[config.mk]
export PLATFORM = sky130hd
export DESIGN_NAME = dioc_controller
export DESIGN_NICKNAME = d
export VERILOG_FILES = /design/src/rtl/dioc_pkg.sv /design/src/rtl/dioc_controller.sv /design/src/rtl/dioc_group_mem.sv
export SDC_FILE = /design/constraint.sdc
export NUM_CORES = 2
export LEC_CHECK = 0
export BUFFER_PORTS_ARGS = -buffer_cell sky130_fd_sc_hd__buf_2
export CORE_MARGIN = 8
export CORE_UTILIZATION = 25
export CTS_CLUSTER_SIZE = 30
export DETAILED_ROUTE_END_ITERATION = 6
export PLACE_DENSITY_LB_ADDON = 0.25
export REMOVE_ABC_BUFFERS = 1
export SYNTH_ARGS = -nofsm -noshare
export SYNTH_HDL_FRONTEND = slang
export SYNTH_SLANG_ARGS = --single-unit
[constraint.sdc]
create_clock -name i_sys_clk -period 2.65 [get_ports i_sys_clk]
set_input_delay 0.265 -clock i_sys_clk [delete_from_list [all_inputs] [get_ports i_sys_clk]]
set_output_delay 0.265 -clock i_sys_clk [all_outputs]
set_load 0.01 [all_outputs]
[src/rtl/dioc_pkg.sv]
`default_nettype none
package dioc_pkg;
    localparam int unsigned DATA_W = 8;
    localparam int unsigned SEL_W = 8;
    localparam int unsigned MOD_CNT = 16;
    // Device address when no jumper is fitted
    localparam logic [7:0] DEV_ADDR_DEFAULT = 8'h4b;
    // Bus bit positions; the documented bit 0 is the MSB of the byte
    localparam int unsigned DOC_MSB = 7;
    localparam int unsigned CMD_IRQ_B0 = 0;
    localparam int unsigned CMD_IRQ_B1 = 1;
    localparam int unsigned CMD_RANDOM_MODE_BIT = 4;
    localparam int unsigned CMD_SEQ = 5;
    localparam int unsigned CMD_WRT = 6;
    localparam int unsigned CMD_READ = 7;
    localparam int unsigned ST_EXT_IRQ = 3;
    localparam int unsigned ST_BUSY = 4;
    localparam int unsigned ST_EXAMINE = 5;
    localparam int unsigned ST_UNAVAIL = 7;
    // Address field split
    localparam int unsigned ADDR_MOD_HI = 7;
    localparam int unsigned ADDR_MOD_LO = 4;
    localparam int unsigned ADDR_GRP_HI = 3;
    localparam int unsigned ADDR_GRP_LO = 0;
    // Pulse generator slot: module, group in one selection code
    localparam logic [7:0] PULSE_SLOT = 8'hf0;
    // Input byte settles through the pin synchroniser before it is held
    localparam logic [1:0] RD_SETTLE_CYC = 2'h3;
    localparam logic [7:0] RESET_SEL = 8'h00;
    localparam logic [7:0] RESET_BYTE = 8'h00;
    typedef enum logic [1:0] {
        DIOC_READY,
        DIOC_RD_WAIT,
        DIOC_WR_WAIT
    } dioc_state_e;
    function automatic int unsigned dioc_pos(input int unsigned doc_bit);
        return DOC_MSB - doc_bit;
    endfunction
endpackage
`default_nettype wire

[src/rtl/dioc_controller.sv]
`default_nettype none
module dioc_controller
(
    // Clock, reset, initialize
    input wire logic i_sys_clk,
    input wire logic i_rst,
    input wire logic i_init,
    // Device address jumpers, caught while reset is held
    input wire logic i_addr_jumper_fit,
    input wire logic [7:0] i_addr_jumper,
    // Processor byte bus
    input wire logic [7:0] i_bus_dev_addr,
    input wire logic [dioc_pkg::DATA_W-1:0] i_bus_wdata,
    input wire logic i_cmd_strobe,
    input wire logic i_wr_strobe,
    input wire logic i_rd_strobe,
    input wire logic i_status_strobe,
    input wire logic i_ack_strobe,
    input wire logic i_proc_stat_req,
    output logic [dioc_pkg::DATA_W-1:0] o_bus_rdata,
    output logic o_bus_rvalid,
    output logic o_irq,
    // I/O module side
    input wire logic [dioc_pkg::MOD_CNT-1:0] i_mod_present,
    input wire logic [dioc_pkg::MOD_CNT-1:0] i_ext_irq_n,
    input wire logic [dioc_pkg::DATA_W-1:0] i_in_data,
    output logic [3:0] o_mod_sel,
    output logic [3:0] o_grp_sel,
    output logic [dioc_pkg::DATA_W-1:0] o_out_data,
    output logic o_out_strobe,
    output logic [dioc_pkg::DATA_W-1:0] o_sel_pattern,
    output logic o_pulse_run
);
    import dioc_pkg::*;

    typedef struct packed {
        logic [7:0] dev_addr;
        logic [8:0] jmp_m;
        logic [8:0] jmp_s;
        logic [MOD_CNT-1:0] present_m;
        logic [MOD_CNT-1:0] present;
        logic [MOD_CNT-1:0] ext_m;
        logic [MOD_CNT-1:0] ext_s;
        logic [DATA_W-1:0] in_m;
        logic [DATA_W-1:0] in_s;
        dioc_state_e state;
        logic [1:0] settle;
        logic expect_addr;
        logic seq_mode;
        logic write_mode;
        logic [SEL_W-1:0] sel;
        logic [DATA_W-1:0] rd_hold;
        logic busy;
        logic ext_flag;
        logic unavail;
        logic armed;
        logic enabled;
        logic queue;
        logic [DATA_W-1:0] rdata;
        logic rvalid;
        logic irq;
        logic [DATA_W-1:0] out_data;
        logic out_strobe;
        logic pulse_run;
    } dioc_ctl_s;

    dioc_ctl_s st_q;
    dioc_ctl_s st_d;
    logic [DATA_W-1:0] mem_rdata;

    ////////////////////////////////////////////////////////////////////////////
    // Helpers

    function automatic logic [SEL_W-1:0] sel_from_byte(input logic [DATA_W-1:0] b);
        return {b[ADDR_MOD_HI:ADDR_MOD_LO], b[ADDR_GRP_HI:ADDR_GRP_LO]};
    endfunction

    function automatic logic mod_is_present(input logic [SEL_W-1:0] s,
                                            input logic [MOD_CNT-1:0] p);
        return p[s[ADDR_MOD_HI:ADDR_MOD_LO]];
    endfunction

    ////////////////////////////////////////////////////////////////////////////
    // Next state

    logic hit;
    logic cmd_go;
    logic wr_go;
    logic rd_go;
    logic stat_go;
    logic [DATA_W-1:0] status;
    logic [1:0] irq_ctl;
    logic addr_take;
    logic data_wr;
    logic ext_event;
    logic busy_fall;
    logic mem_we;
    logic [SEL_W-1:0] sel_next;

    always_comb
    begin
        st_d = st_q;
        hit = (i_bus_dev_addr == st_q.dev_addr);
        cmd_go = hit && i_cmd_strobe;
        wr_go = hit && i_wr_strobe;
        rd_go = hit && i_rd_strobe;
        stat_go = hit && (i_status_strobe || i_ack_strobe || i_proc_stat_req);
        irq_ctl = {i_bus_wdata[dioc_pos(CMD_IRQ_B0)], i_bus_wdata[dioc_pos(CMD_IRQ_B1)]};
        addr_take = wr_go && st_q.expect_addr;
        data_wr = wr_go && !st_q.expect_addr && st_q.write_mode && !st_q.busy;
        mem_we = data_wr;
        // Sequential mode steps the joint module/group code after each byte
        sel_next = st_q.seq_mode ? st_q.sel + 8'h01 : st_q.sel;

        // Pin synchronisers; only the second stage is read
        st_d.present_m = i_mod_present;
        st_d.present = st_q.present_m;
        st_d.ext_m = ~i_ext_irq_n;
        st_d.ext_s = st_q.ext_m;
        st_d.in_m = i_in_data;
        st_d.in_s = st_q.in_m;
        ext_event = |st_q.ext_s;

        // Status byte, unused positions stay zero
        status = 8'h00;
        status[dioc_pos(ST_EXT_IRQ)] = st_q.ext_flag;
        status[dioc_pos(ST_BUSY)] = st_q.busy;
        status[dioc_pos(ST_EXAMINE)] = st_q.ext_flag;
        status[dioc_pos(ST_UNAVAIL)] = st_q.unavail;

        st_d.rvalid = 1'b0;
        st_d.out_strobe = 1'b0;
        if (stat_go)
        begin
            st_d.rdata = status;
            st_d.rvalid = 1'b1;
        end

        // Command byte
        if (cmd_go)
        begin
            st_d.expect_addr = 1'b1;
            if (i_bus_wdata[dioc_pos(CMD_RANDOM_MODE_BIT)])
            begin
                st_d.seq_mode = 1'b0;
            end
            else if (i_bus_wdata[dioc_pos(CMD_SEQ)])
            begin
                st_d.seq_mode = 1'b1;
            end
            if (i_bus_wdata[dioc_pos(CMD_WRT)])
            begin
                st_d.write_mode = 1'b1;
            end
            else if (i_bus_wdata[dioc_pos(CMD_READ)])
            begin
                st_d.write_mode = 1'b0;
            end
            unique case (irq_ctl)
                2'b01:
                begin
                    st_d.armed = 1'b1;
                    st_d.enabled = 1'b1;
                end
                2'b10:
                begin
                    st_d.armed = 1'b1;
                    st_d.enabled = 1'b0;
                end
                2'b11:
                begin
                    st_d.armed = 1'b0;
                    st_d.enabled = 1'b0;
                end
                2'b00:
                begin
                    st_d.armed = st_q.armed;
                end
            endcase
            // Mode change restarts the transfer handshake
            st_d.state = DIOC_READY;
            st_d.busy = 1'b1;
        end

        // Transfer engine
        unique case (st_q.state)
            DIOC_READY:
            begin
                if (addr_take)
                begin
                    st_d.sel = sel_from_byte(i_bus_wdata);
                    st_d.expect_addr = 1'b0;
                    st_d.unavail = !mod_is_present(sel_from_byte(i_bus_wdata),
                                                   st_q.present);
                    st_d.pulse_run = (sel_from_byte(i_bus_wdata) == PULSE_SLOT);
                    st_d.busy = 1'b1;
                    st_d.settle = RD_SETTLE_CYC;
                    st_d.state = st_q.write_mode ? DIOC_WR_WAIT : DIOC_RD_WAIT;
                end
                else if (data_wr)
                begin
                    st_d.out_data = i_bus_wdata;
                    st_d.out_strobe = 1'b1;
                    st_d.sel = sel_next;
                    st_d.busy = 1'b1;
                    st_d.state = DIOC_WR_WAIT;
                end
                else if (rd_go && !st_q.write_mode && !st_q.busy && !st_q.expect_addr)
                begin
                    st_d.rdata = st_q.rd_hold;
                    st_d.rvalid = 1'b1;
                    st_d.sel = sel_next;
                    st_d.busy = 1'b1;
                    st_d.settle = RD_SETTLE_CYC;
                    st_d.state = DIOC_RD_WAIT;
                end
            end
            DIOC_RD_WAIT:
            begin
                // Selection has reached the pins; wait for synchroniser
                if (st_q.settle == 2'h0)
                begin
                    st_d.rd_hold = st_q.in_s;
                    st_d.busy = 1'b0;
                    st_d.state = DIOC_READY;
                end
                else
                begin
                    st_d.settle = st_q.settle - 2'h1;
                end
            end
            DIOC_WR_WAIT:
            begin
                st_d.busy = 1'b0;
                st_d.state = DIOC_READY;
            end
        endcase
        if (cmd_go)
        begin
            // A wait ending in the same cycle must not clear busy
            st_d.state = DIOC_READY;
            st_d.busy = 1'b1;
        end

        // Interrupt queue; an event wins over the acknowledge
        busy_fall = st_q.busy && !st_d.busy;
        if (i_ack_strobe && hit)
        begin
            st_d.queue = 1'b0;
            st_d.ext_flag = 1'b0;
        end
        if (ext_event)
        begin
            st_d.ext_flag = 1'b1;
        end
        if (st_q.armed && (busy_fall || ext_event))
        begin
            st_d.queue = 1'b1;
        end
        if (!st_d.armed)
        begin
            st_d.queue = 1'b0;
        end
        st_d.irq = st_d.queue && st_d.enabled;

        if (i_rst || i_init)
        begin
            st_d = '0;
            st_d.state = DIOC_READY;
            st_d.seq_mode = 1'b0;
            st_d.write_mode = 1'b0;
            st_d.sel = RESET_SEL;
            st_d.dev_addr = st_q.dev_addr;
        end
        // Straps pass two stages, so reset must outlast them
        st_d.jmp_m = {i_addr_jumper_fit, i_addr_jumper};
        st_d.jmp_s = st_q.jmp_m;
        if (i_rst)
        begin
            st_d.dev_addr = st_q.jmp_s[8] ? st_q.jmp_s[7:0] : DEV_ADDR_DEFAULT;
        end
    end

    always_ff @(posedge i_sys_clk)
    begin
        st_q <= st_d;
    end

    ////////////////////////////////////////////////////////////////////////////
    // Output group pattern store

    dioc_group_mem u_group_mem
    (
        .i_sys_clk(i_sys_clk),
        .i_rst(i_rst),
        .i_we(mem_we),
        .i_waddr(st_q.sel),
        .i_wdata(i_bus_wdata),
        .i_raddr(st_q.sel),
        .o_rdata(mem_rdata)
    );

    assign o_bus_rdata = st_q.rdata;
    assign o_bus_rvalid = st_q.rvalid;
    assign o_irq = st_q.irq;
    assign o_mod_sel = st_q.sel[ADDR_MOD_HI:ADDR_MOD_LO];
    assign o_grp_sel = st_q.sel[ADDR_GRP_HI:ADDR_GRP_LO];
    assign o_out_data = st_q.out_data;
    assign o_out_strobe = st_q.out_strobe;
    assign o_sel_pattern = mem_rdata;
    assign o_pulse_run = st_q.pulse_run;
endmodule
`default_nettype wire

[src/rtl/dioc_group_mem.sv]
`default_nettype none
module dioc_group_mem
(
    // Clock and reset
    input wire logic i_sys_clk,
    input wire logic i_rst,
    // Write port
    input wire logic i_we,
    input wire logic [dioc_pkg::SEL_W-1:0] i_waddr,
    input wire logic [dioc_pkg::DATA_W-1:0] i_wdata,
    // Read port, data registered
    input wire logic [dioc_pkg::SEL_W-1:0] i_raddr,
    output logic [dioc_pkg::DATA_W-1:0] o_rdata
);
    import dioc_pkg::*;

    typedef struct packed {
        logic [DATA_W-1:0] rdata;
    } dioc_mem_s;

    // Storage stays outside the struct so it can map onto a RAM
    logic [DATA_W-1:0] mem_q [0:(1<<SEL_W)-1];
    dioc_mem_s st_q;
    dioc_mem_s st_d;

    always_comb
    begin
        st_d = st_q;
        st_d.rdata = (i_we && i_waddr == i_raddr) ? i_wdata : mem_q[i_raddr];
        if (i_rst)
        begin
            st_d.rdata = RESET_BYTE;
        end
    end

    always_ff @(posedge i_sys_clk)
    begin
        st_q <= st_d;
        if (i_we)
        begin
            mem_q[i_waddr] <= i_wdata;
        end
    end

    assign o_rdata = st_q.rdata;
endmodule
`default_nettype wire

==> reports/results.ini <==
[run_status]
status=finished with violations
violated_checks=negative setup slack

[logic_synthesis]
library_cell_with_the_largest_summed_area_after_synthesis=edfxtp_1
synth_area_sq_um=85220
muxShareOfSynthArea=0.1506
synthXorXnorAreaFrac=0.0008222
synth_fa_ha_area_frac=0.001028
netlist-cell-type-count=72
synth_simple_gate_area_frac=0.04096
yosysSeqAreaShare=0.7609
synthesis.instances=4240
synth-async-reset-ratio=0
synth-edff-count=2056
synth_compound_area_frac=0.02656
ys_top_cells_by_area=edfxtp_1 (72%), mux4_2 (14%), dfxtp_1 (3.6%), nor2_1 (1.4%), mux2i_1 (1.3%)
synthesis.area_per_instance_sq_um=20.10
synth_flop_cell=edfxtp_1
share_of_yosys_cell_area_claimed_by_the_top_area_cell_type=0.7245
ys_warn_count=0
synth_top_family_by_area=multiplexers
synth.ff_latch_count=2211

[timing]
grt_setup_unrepaired=true
final-max-slew-violation-count=0
finalWorstSetupSlack_ns=-0.4172
finalSetupTns_ns=-42.62
timing_worst_slew_pin_value_ns=0.9462
maxSlewHeadroom=0.3692
max_freq_ghz=0.3260
period_needed_ns=3.067
final.setup_skew_ns=0.05268
finalSetupViolations=1072
finalCritPeriodShare=1.157
final-hold-violation-count=0

[detailed_routing]
route.antenna.remaining_nets=0
number_of_iterations_in_the_first_detailed_routing_pass=6
routed.top_layer=met5
dr.first_iter.drc_count=4962
met1_length_microns=124700
route.met3.wl_microns=18420
vias_per_cell=4.640
postRouteWirelength_microns=288900
met2_length_microns=137400
num_vias=47800
drc=0
post_drt_wl_per_cell_microns=28.05

[hold_path]
hold_path.startpoint=i_init
hp-class=in -> reg

[clock_tree]
insertion_delay_ns=0.91
clk_pin_slew_ns=0.07
clockRootBuffer=clkbuf_16
max-clock-path-buffers=4
tritoncts.num_buffers=235
ctsHtreeMaxLevel=4
clock_sink_count=2211
tritoncts=yes

[power_and_ir_drop]
netSwitchingPower_mw=14.78
leakage_nw=36.36
seq_power_share=0.525
vdd_ir_drop_max_uv=532.9
share_clk_of_total_power=0.461
power.internal_mw=57.97
switching_share=0.2032
pwr-share-comb=0.014
p_per_area_nw_per_um2=646.9

[floorplanning]
count_of_standard_cell_rows=214
core_area_sq_um=339500
fp.dieArea_sq_um=359800
effective_utilization_at_floorplan=0.2510
pin_count=110
fp.dieH_microns=599.8
die_w_microns=599.8

[worst_setup_path]
critPathMostFrequentCell=buf_12
endpoint_kind=flip-flop
timing.critical_path.slowest_cell_delay_ns=0.54
crit_type=reg -> reg
arrival_ns=3.81
worst_r2r_startpoint=o_grp_sel[0]$_SDFFE_PP0P_
cp_cell_sequence=buf_12, buf_16, buf_12, buf_12, mux4_2, mux4_2, mux2i_4, o21ai_4, o211ai_1, a31oi_1
worstSetupStartpoint=o_grp_sel[0]$_SDFFE_PP0P_
cp_max_fo=7
worst_path_max_delay_cell=mux4_2
data_required_time_at_the_worst_endpoint_ns=3.39
timing.critical_path.from_type=flip-flop

[cells_and_area]
instances_no_fill=10300
flow.area_growth_from_synthesis_pct=31.97
layout.cells.most_common_list=edfxtp_1 (2056), buf_4 (823), mux4_2 (516)
postLayoutCellArea_sq_um=112500
layout.cells.most_common=edfxtp_1
post-route-util=0.3313
finalNetCount=5651
layout-drive-gt1-share=0.4246

[grt]
grt_overflow=0
grt_pass1_vias=48030
largest_net_degree_at_the_start_of_global_routing=108
grt_antenna_before_repair=22
gr-usage-all-layers=0.1530
grt_pass1_wl_microns=391100

[placement]
place.detailed.instances=9632
placed_area_sq_um=98980
detailedPlace.worstSlack_ns=-0.8523
dp_hpwl_microns=192800
place.gp.congestion=0.8312
io_buffers=109

[job]
cap_violations=0

==> flip-flops by register name (all words and copies together) (netlist names) <==
name / cells
u_group_mem.mem_q: 2048
st_q: 118
st_d: 9
o_bus_rdata: 8
o_out_data: 8
u_group_mem.o_rdata: 8
o_grp_sel: 4
o_mod_sel: 4
o_bus_rvalid: 1
o_irq: 1
o_out_strobe: 1
o_pulse_run: 1
==> critical path, delay by kind of cell (launching register included) <==
family,cells,cell delay (ns)
compound gates,3,0.62
buf+inv,4,0.59
flops,1,0.39
mux,3,1.28
==> through the flow <==
step	total power, mW	hold WS, ns
after floorplan	38.99	0.2927
after global placement	39.80	0.3118
after detailed placement	39.84	0.3121
after CTS	73.55	0.001095
after global routing	74.80	0.06125
final	72.75	0.04973
==> repair_timing <==
| action | 4_1_cts | 5_1_grt |
|---|---|---|
| pin swaps | 17 | 120 |
| hold endpoints to repair | 335 | 0 |
| gates resized for setup | 123 | 629 |
| hold buffers | 90 | 0 |
| gates cloned | 10 | 14 |
| setup buffers | 49 | 81 |
| setup endpoints to repair | 2048 | 2050 |
==> power groups by stage <==
stage	Sequential (mW)	Clock, mW	Combinational (mW)
3_5_place_dp	38.9	0	0.924
4_1_cts	38.2	34.4	1.03
3_3_place_gp	38.9	0	0.887
5_1_grt	38.2	35.6	1.09
6_report	38.2	33.6	1.01
2_1_floorplan	38.9	0	0.0696
==> cell usage after synthesis, types with 6 or more instances <==
| master | instances |
|---|---|
| edfxtp_1 | 2056 |
| mux4_2 | 516 |
| nor2_1 | 319 |
| dfxtp_1 | 155 |
| nand2_1 | 133 |
| mux2i_1 | 114 |
| clkbuf_1 | 104 |
| a22oi_1 | 84 |
| and2_1 | 84 |
| nand3_1 | 84 |
| buf_2 | 80 |
| a21oi_1 | 73 |
| buf_4 | 60 |
| o21ai_0 | 36 |
| nor3_1 | 24 |
| nand4_1 | 23 |
| buf_1 | 20 |
| buf_6 | 19 |
| a31oi_1 | 18 |
| and3_1 | 16 |
| nor4_1 | 16 |
| a221oi_1 | 15 |
| inv_1 | 14 |
| a311oi_1 | 11 |
| o211ai_1 | 11 |
| a211oi_1 | 10 |
| a22o_1 | 9 |
| nor2b_1 | 9 |
| o32ai_1 | 8 |
| xor2_1 | 8 |
| ha_1 | 7 |
| nand2b_1 | 7 |
| mux2_2 | 6 |
==> cell type report <==
| type | instances | area, sq um |
|---|---|---|
| multi-input combinational | 1727 | 20640 |
| clock inverter | 150 | 1608 |
| inverter | 16 | 77.57 |
| tap | 4536 | 5675 |
| sequential | 2211 | 64860 |
| fill | 32550 | 227000 |
| antenna | 4 | 10.01 |
| clock buffer | 278 | 6190 |
| timing repair buffer | 1379 | 13410 |
==> per-layer routing <==
layer	GRT usage	vias up
met3	0.02558	372
li1	-	20090
met1	0.2119	25670
met2	0.2496	1668
met5	0	-
met4	0.04087	2
==> worst paths after layout <==
kind / end / slack, ns / depth (start not counted)
max: u_group_mem.o_rdata[3]$_SDFF_PP0_ / -0.42 / 10
max reg2reg: u_group_mem.o_rdata[3]$_SDFF_PP0_ / -0.42 / 10
min reg2reg: st_q[132]$_DFF_P_ / 0.33 / 0
min: st_q[44]$_SDFF_PP0_ / 0.05 / 5
==> logic make-up after synthesis <==
logic type / count (synthesis)
flops: 2211
fa+ha+maj: 7
mux: 636
buf+inv: 302
simple gates: 749
compound gates: 327
xor+xnor: 8
No activity file was read; power rests on OpenSTA's default activity.
